File: src/otp_cfg.svh
// otp_cfg.svh - timing counts and constants of the word programmer
// assumes a 50 MHz core clock and a 17-bit word address memory
`ifndef OTP_CFG_SVH
`define OTP_CFG_SVH
`define OTP_CLK_MHZ        50
// program pulse in tenths of a microsecond: nominal 50.0, window 47.5 .. 52.5
`define OTP_PW_NOM_DUS     500
`define OTP_PW_MIN_DUS     475
`define OTP_PW_MAX_DUS     525
`define OTP_PW_CYC         ((`OTP_PW_NOM_DUS * `OTP_CLK_MHZ) / 10)
// setup/hold around strobe and supply settling, microseconds
`define OTP_SETUP_US       2
`define OTP_SETUP_CYC      (`OTP_SETUP_US * `OTP_CLK_MHZ)
// read settle after output enable: 150 ns rounds up to 8 cycles
`define OTP_OE_NS          150
`define OTP_OE_CYC         ((`OTP_OE_NS + 19) / 20)
`define OTP_MAX_RETRY      4'ha
`define OTP_LAST_ADDR      17'h1ffff
`define OTP_ID_MAKER_SEL   1'b0
`define OTP_ID_DEVICE_SEL  1'b1
`endif

File: src/otp_pkg.sv
// otp_pkg.sv - types shared by the programmer, its checker and the memory model
// assumes nothing beyond the header of constants
package otp_pkg;
    typedef enum logic [2:0] {
        OTP_SUP_READ,
        OTP_SUP_PROG,
        OTP_SUP_IDENT
    } otp_supply_e;
    typedef logic [16:0] otp_addr_t;
    typedef logic [15:0] otp_word_t;
endpackage : otp_pkg

File: src/otp_tmr_if.sv
// otp_tmr_if.sv - start/done carrier between sequencer and timer
// assumes one clock domain
interface otp_tmr_if;
    logic        start;
    logic [15:0] cycles;
    logic        done;
    modport master (output start, output cycles, input done);
    modport timer  (input start, input cycles, output done);
endinterface : otp_tmr_if

File: src/otp_tmr.sv
// otp_tmr.sv - down counter producing a one-cycle done pulse
// assumes start is a single-cycle pulse from the sequencer
module otp_tmr (
    // clock and reset
    input  wire logic  core_clk_i,
    input  wire logic  rstn_i,
    // control
    otp_tmr_if.timer   tmr
);
    logic [15:0] cnt_q;
    logic        run_q;

    always_ff @(posedge core_clk_i) begin
        if (!rstn_i) begin
            cnt_q <= 16'h0000;
            run_q <= 1'b0;
        end else if (tmr.start) begin
            cnt_q <= tmr.cycles;
            run_q <= 1'b1;
        end else if (run_q) begin
            cnt_q <= cnt_q - 16'h0001;
            if (cnt_q == 16'h0001) begin
                run_q <= 1'b0;
            end
        end
    end

    assign tmr.done = run_q && (cnt_q == 16'h0001);
endmodule : otp_tmr

File: src/otp_prog.sv
// otp_prog.sv - external programmer sequencing a 128K x 16 OTP memory
// assumes source words arrive through a request/answer port, the supplies
// are switched by outside regulators steered by supply_sel_o, data bus is
// two-way and readback passes two flip-flops before compare.
`include "otp_cfg.svh"
module otp_prog #(
    parameter int unsigned ADDR_W    = 17,
    parameter logic [16:0] LAST_ADDR = `OTP_LAST_ADDR
) (
    // clock and reset
    input  wire logic                  core_clk_i,
    input  wire logic                  rstn_i,
    // user command port
    input  wire logic                  start_prog_i,
    input  wire logic                  start_id_i,
    input  wire logic                  id_sel_i,
    output logic                       busy_o,
    output logic                       done_o,
    output logic                       fail_o,
    output logic [15:0]                id_word_o,
    // source data request/answer
    output logic                       src_req_o,
    output logic [16:0]                src_addr_o,
    input  wire logic                  src_ack_i,
    input  wire logic [15:0]           src_data_i,
    // memory pins
    output logic [16:0]                addr_o,
    output logic                       id_high_voltage_line_o,
    output logic                       chip_en_n_o,
    output logic                       out_en_n_o,
    output logic                       program_strobe_n_o,
    output logic [15:0]                data_o,
    output logic                       data_oe_o,
    input  wire logic [15:0]           data_i,
    output otp_pkg::otp_supply_e       supply_sel_o
);
    typedef enum logic [3:0] {
        ST_IDLE, ST_SUPPLY, ST_FETCH, ST_SETUP, ST_PULSE, ST_HOLD,
        ST_OE, ST_CMP, ST_NEXT, ST_RD_FETCH, ST_RD_OE, ST_RD_CMP, ST_ID_OE, ST_END
    } otp_state_e;

    otp_state_e          st_q;
    otp_pkg::otp_addr_t  addr_q;
    otp_pkg::otp_word_t  want_q;
    otp_pkg::otp_word_t  dsync1_q;
    otp_pkg::otp_word_t  dsync2_q;
    logic [3:0]          retry_q;
    logic                verify_pass_q;
    logic                id_sel_q;
    logic                tmr_busy_q;
    otp_tmr_if           tif ();

    // 2-flop sync of the memory data pins; only dsync2_q is compared
    always_ff @(posedge core_clk_i) begin
        if (!rstn_i) begin
            dsync1_q <= 16'h0000;
            dsync2_q <= 16'h0000;
        end else begin
            dsync1_q <= data_i;
            dsync2_q <= dsync1_q;
        end
    end

    otp_tmr u_tmr (
        .core_clk_i (core_clk_i),
        .rstn_i     (rstn_i),
        .tmr        (tif.timer)
    );

    function automatic logic [15:0] wait_cycles(input otp_state_e s);
        case (s)
            ST_PULSE: wait_cycles = 16'(`OTP_PW_CYC);
            ST_OE, ST_RD_OE, ST_ID_OE: wait_cycles = 16'(`OTP_OE_CYC + 2);
            default:  wait_cycles = 16'(`OTP_SETUP_CYC);
        endcase
    endfunction : wait_cycles

    // timer is started once on entry to each timed state
    logic timed;
    assign timed = (st_q == ST_SUPPLY) || (st_q == ST_SETUP) || (st_q == ST_PULSE) ||
                   (st_q == ST_HOLD) || (st_q == ST_OE) || (st_q == ST_RD_OE) ||
                   (st_q == ST_ID_OE);
    assign tif.start  = timed && !tmr_busy_q;
    assign tif.cycles = wait_cycles(st_q);

    always_ff @(posedge core_clk_i) begin
        if (!rstn_i) begin
            tmr_busy_q <= 1'b0;
        end else if (tif.done) begin
            tmr_busy_q <= 1'b0;
        end else if (tif.start) begin
            tmr_busy_q <= 1'b1;
        end
    end

    // ------------------------------------------------------------------
    // sequencer
    // ------------------------------------------------------------------
    always_ff @(posedge core_clk_i) begin
        if (!rstn_i) begin
            st_q          <= ST_IDLE;
            addr_q        <= 17'h00000;
            want_q        <= 16'h0000;
            retry_q       <= 4'h0;
            verify_pass_q <= 1'b1;
            id_sel_q      <= 1'b0;
            fail_o        <= 1'b0;
            done_o        <= 1'b0;
            id_word_o     <= 16'h0000;
            supply_sel_o  <= otp_pkg::OTP_SUP_READ;
        end else begin
            done_o <= 1'b0;
            case (st_q)
                ST_IDLE: begin
                    if (start_prog_i) begin
                        addr_q        <= 17'h00000;
                        retry_q       <= 4'h0;
                        fail_o        <= 1'b0;
                        verify_pass_q <= 1'b1;
                        supply_sel_o  <= otp_pkg::OTP_SUP_PROG;
                        st_q          <= ST_SUPPLY;
                    end else if (start_id_i) begin
                        id_sel_q     <= id_sel_i;
                        supply_sel_o <= otp_pkg::OTP_SUP_IDENT;
                        st_q         <= ST_ID_OE;
                    end
                end
                ST_SUPPLY: if (tif.done) st_q <= ST_FETCH;
                ST_FETCH: begin
                    if (src_ack_i) begin
                        want_q <= src_data_i;
                        st_q   <= ST_SETUP;
                    end
                end
                ST_SETUP: if (tif.done) st_q <= ST_PULSE;
                ST_PULSE: if (tif.done) st_q <= ST_HOLD;
                // one unread pulse, then verify
                // a second blind pulse would push the total past 1 + 10
                ST_HOLD: if (tif.done) st_q <= ST_OE;
                ST_OE: if (tif.done) st_q <= ST_CMP;
                ST_CMP: begin
                    if (dsync2_q == want_q) begin
                        st_q <= ST_NEXT;
                    end else if (retry_q == `OTP_MAX_RETRY) begin
                        fail_o <= 1'b1;
                        st_q   <= ST_END;
                    end else begin
                        retry_q <= retry_q + 4'h1;
                        st_q    <= ST_SETUP;
                    end
                end
                ST_NEXT: begin
                    retry_q <= 4'h0;
                    if (addr_q == LAST_ADDR) begin
                        // back to 5 V, reread all
                        supply_sel_o <= otp_pkg::OTP_SUP_READ;
                        addr_q       <= 17'h00000;
                        st_q         <= ST_RD_FETCH;
                    end else begin
                        addr_q <= addr_q + 17'h00001;
                        st_q   <= ST_FETCH;
                    end
                end
                ST_RD_FETCH: begin
                    if (src_ack_i) begin
                        want_q <= src_data_i;
                        st_q   <= ST_RD_OE;
                    end
                end
                ST_RD_OE: if (tif.done) st_q <= ST_RD_CMP;
                ST_RD_CMP: begin
                    if (dsync2_q != want_q) begin
                        verify_pass_q <= 1'b0;
                    end
                    if (addr_q == LAST_ADDR) begin
                        fail_o <= (dsync2_q != want_q) || !verify_pass_q;
                        st_q   <= ST_END;
                    end else begin
                        addr_q <= addr_q + 17'h00001;
                        st_q   <= ST_RD_FETCH;
                    end
                end
                ST_ID_OE: begin
                    if (tif.done) begin
                        id_word_o    <= {8'h00, dsync2_q[7:0]};
                        supply_sel_o <= otp_pkg::OTP_SUP_READ;
                        st_q         <= ST_END;
                    end
                end
                ST_END: begin
                    supply_sel_o <= otp_pkg::OTP_SUP_READ;
                    done_o       <= 1'b1;
                    st_q         <= ST_IDLE;
                end
                default: st_q <= ST_IDLE;
            endcase
        end
    end

    // ------------------------------------------------------------------
    // pin drive
    // ------------------------------------------------------------------
    logic prog_phase;
    logic read_phase;
    assign prog_phase = (st_q == ST_SETUP) || (st_q == ST_PULSE) || (st_q == ST_HOLD);
    assign read_phase = (st_q == ST_OE) || (st_q == ST_CMP) || (st_q == ST_RD_OE) ||
                        (st_q == ST_RD_CMP) || (st_q == ST_ID_OE);

    assign busy_o     = (st_q != ST_IDLE);
    assign src_req_o  = (st_q == ST_FETCH) || (st_q == ST_RD_FETCH);
    assign src_addr_o = addr_q;
    assign addr_o = (st_q == ST_ID_OE) ? {16'h0000, id_sel_q} : addr_q;
    assign id_high_voltage_line_o = (st_q == ST_ID_OE);
    assign chip_en_n_o        = !(prog_phase || read_phase);
    assign out_en_n_o         = !read_phase;
    assign program_strobe_n_o = !(st_q == ST_PULSE);
    assign data_o             = want_q;
    assign data_oe_o          = prog_phase;
endmodule : otp_prog

File: config.mk
export PLATFORM = sky130hd
export DESIGN_NAME = otp_prog
export DESIGN_NICKNAME = d
export VERILOG_FILES = /design/src/otp_pkg.sv /design/src/otp_tmr_if.sv /design/src/otp_tmr.sv /design/src/otp_prog.sv
export VERILOG_INCLUDE_DIRS = /design/src
export SDC_FILE = /design/constraint.sdc
export NUM_CORES = 1
export LEC_CHECK = 0
export ABC_AREA = 0
export BUFFER_PORTS_ARGS = -buffer_cell sky130_fd_sc_hd__buf_2
export CELL_PAD_IN_SITES_DETAIL_PLACEMENT = 0
export CELL_PAD_IN_SITES_GLOBAL_PLACEMENT = 1
export CORE_ASPECT_RATIO = 0.9
export CORE_MARGIN = 3
export CORE_UTILIZATION = 38
export CTS_BUF_LIST = sky130_fd_sc_hd__clkbuf_8
export CTS_CLUSTER_DIAMETER = 100
export DETAILED_ROUTE_END_ITERATION = 16
export MAX_ROUTING_LAYER = met4
export PLACE_DENSITY_LB_ADDON = 0.1
export SETUP_SLACK_MARGIN = 0.2
export SLEW_MARGIN = 30
export SYNTH_ARGS = -nofsm -noshare
export SYNTH_HDL_FRONTEND = slang
export SYNTH_SLANG_ARGS = --single-unit
File: constraint.sdc
create_clock -name core_clk_i -period 2.8 [get_ports core_clk_i]
set_input_delay 0.14 -clock core_clk_i [delete_from_list [all_inputs] [get_ports core_clk_i]]
set_output_delay 0.14 -clock core_clk_i [all_outputs]
set_load 0.02 [all_outputs]
==> results.md <==
- Max VDD drop: 0.297 mV
- Crit Path Class: reg2reg
- Die W: 127 um
- Layout cells sized above 1: 0.248
- Yosys Warn Count: 0
- Via density: 5.08
- Die footprint: 14600 um2
- Grt total ovfl: 0
- Clock buffer count from CTS: 9
- Gpl congestion: 0.843
- Final hold vios: 0
- DR WL/cell: 14.8 um
- Startpoint types: register
- Commonest non-fill, non-tap cell in the layout: buf_2
- Sequential area share after synthesis: 0.419
- Final nets: 744
- Clk pin slew, worst setup/hold paths: 0.12 ns
- Setup TNS: 0 ns
- Area delta synth->final: 24.4%
- Top FF cell, synth: dfxtp_1
- Lkg Pwr: 2.79 nW
- Pwr dens: 820 nW/um2
- CTS Sinks: 105
- Final Max Tran Viols: 0
- Initial antenna violation count: 0
- Unique cell type count in the Yosys netlist: 72
- Total wire length: 12800 um
- Cell area after synthesis: 5020 um2
- Critical Path Fanout Max: 7
- Unrepaired setup endpoints after global routing: false
- Area contributors post-synth: dfxtp_1, mux2i_1, nor2_1
- Tcrit/Tclk final: 0.898
- Vias in the first global route: 4035
- Most frequent cells in the layout: buf_2, dfxtp_1, nor2_1
- Status: finished clean
- Latest clock arrival within the worst-skew pair: 0.38 ns
- #FFs+latches synth: 105
- Crit path cell chain: and4_1, and4_4, nand4_1, nor2_1, ha_2, and3b_2, o21ai_4, a21o_4, buf_4, or4_1, a21oi_1
- Post-synth EDFFs: 0
- Worst setup EP type: register
- Max Buffers Root-to-Sink: 2
- Minimum clock period: 2.51 ns
- Crit path buffers/inverters: 1
- Slew @ Worst Pin: 0.703 ns
- Syn Area/Cell: 8.90 um2
- Fin Clk Skew: 0.0145 ns
- DP Wirelength: 9110 um
- Worst setup margin: 0.286 ns
- Setup violators final: 0
- FP Rows: 39
- Peak Freq: 0.398 GHz
- Pre-Repair DR Iteration Count: 5
- Yosys top cell area share: 0.419
- WP data required: 3.12 ns
- Max-cap violations: 0
- H-tree depth: 3
- Total number of vias: 4411
- ANT cells: 0
- Largest net degree at the start of global routing: 46
- Root Driver: clkbuf_8
- Post-Layout Cell Count: 869
- IO buf count: 106
- Tot GR Track Use: 0.177
- Die Y: 115 um
- CP arrival: 2.83 ns
- Crit path max-delay cell type: or4_1
- Starting density of the core: 0.393
- CTS tree: yes
- First-pass GRT wire length: 20400 um
- Mapped Cells: 564
- Hold WC Path Type: in2reg
- Pre-CTS WS: 0.137 ns
- Fraction of registers with async set/reset: 0
- Crit-path max cell delay: 0.39 ns
- Core Region: 12800 um2
- ANT nets after route: 0
- # placed instances: 817
- Slew margin rel.: 0.525
- I/O pins: 116
- DRC viols: 0
- DRT iter0 DRCs: 326
- Most area-hungry cell type in the Yosys netlist: dfxtp_1
- Crit-path leading delay family: simple AND/OR/NAND/NOR gates
[path summary, 6_finish.rpt]
| kind | startpoint | end | slack [ns] | depth (start not counted) |
|---|---|---|---|---|
| hold reg to reg | dsync1_q[13] | dsync2_q[13] | 0.44 | 1 |
| setup / recovery | src_addr_o[5] | src_addr_o[6] | 0.29 | 11 |
| hold / removal | id_sel_i | id_sel_q | 0.06 | 3 |
| setup reg to reg | src_addr_o[5] | src_addr_o[6] | 0.29 | 11 |
[layer usage]
metal  track usage  routed length (um)  share of wire
met1         0.237                6230           0.49
met2         0.270                5770           0.45
met3        0.0451                 736          0.057
met4        0.0386                  94         0.0073
met5             -                   0              0
[cells in the mapped netlist (4+ instances only)]
| master | count |
|---|---|
| nand4_1 | 4 |
| nand2_1 | 30 |
| nor4_1 | 9 |
| a21o_1 | 4 |
| nor2b_1 | 12 |
| nor3_1 | 13 |
| a211oi_1 | 4 |
| o2bb2ai_1 | 4 |
| a21oi_1 | 30 |
| inv_1 | 16 |
| buf_6 | 6 |
| buf_4 | 11 |
| ha_1 | 6 |
| clkbuf_1 | 18 |
| a2111oi_0 | 4 |
| and2_1 | 36 |
| mux2i_1 | 27 |
| nand2b_1 | 5 |
| dfxtp_1 | 105 |
| xor2_1 | 22 |
| nor2_1 | 70 |
| or4_1 | 6 |
| xnor2_1 | 12 |
| o31ai_1 | 8 |
| or2_2 | 5 |
| nand3_1 | 14 |
| o21ai_0 | 14 |
| clkbuf_8 | 4 |
[worst reg2reg max path: stages (launching register included)]
cell     delay (ns)
dfxtp_4        0.38
and4_1         0.20
and4_4         0.20
nand4_1        0.12
nor2_1         0.07
ha_2           0.17
and3b_2        0.25
o21ai_4        0.09
a21o_4         0.28
buf_4          0.14
or4_1          0.39
a21oi_1        0.14
[report_power, final]
| part | switching (W) | internal [W] | total (W) |
|---|---|---|---|
| sequential | 0.000264 | 0.00168 | 0.00194 |
| combinational | 0.00130 | 0.000924 | 0.00223 |
| clock | 0.000575 | 0.000376 | 0.000952 |
[flip-flops by register name, summed over array words and instances (netlist names)]
signal and cells:
src_addr_o 17, data_o 16, dsync1_q 16, dsync2_q 16
u_tmr.cnt_q 16, id_word_o 8, retry_q 4, st_q 4
supply_sel_o 2, done_o 1, fail_o 1, id_sel_q 1
tmr_busy_q 1, u_tmr.run_q 1, verify_pass_q 1
[timing repair]
action / 4_1_cts / 5_1_grt
pin swaps: 0 / 3
gates cloned: 0 / 1
resized for setup: 3 / 4
hold buffers: 32 / 0
hold endpoints to repair: 32 / 0
setup endpoints to repair: 4 / 30
setup buffers: 0 / 3
[kinds of logic (layout without fill, tap and decap cells)]
logic type	Yosys count	in the layout	synth area share
xor+xnor	34	34	0.0593
simple gates	231	231	0.246
mux	29	29	0.0583
fa+ha+maj	6	6	0.0150
flops	105	105	0.419
other cells	1	9	0.000747
compound gates	100	101	0.133
buf+inv	58	190	0.0690
[area by class of cell]
| class | count | area, um2 |
|---|---|---|
| fillers | 1264 | 6540 |
| clock inverters | 6 | 65.1 |
| clock buffers | 10 | 138 |
| flip-flops and latches | 105 | 2120 |
| multi-input cells | 410 | 2660 |
| repair buffers | 157 | 993 |
| inverters | 17 | 63.8 |
| well taps | 164 | 205 |
[through the flow]
stage / total power (W) / util / hold slack, ns / cell area, um2
2_1_floorplan: 0.00363 / - / 0.267 / 5090
3_3_place_gp: 0.00409 / 0.443 / 0.348 / 5660
3_5_place_dp: 0.00409 / 0.443 / 0.350 / 5660
4_1_cts: 0.00511 / 0.485 / 0.0372 / 6190
5_1_grt: 0.00547 / 0.488 / 0.0548 / 6240
6_report: 0.00512 / 0.488 / 0.0584 / 6240
(Power assumes the default switching activity.)
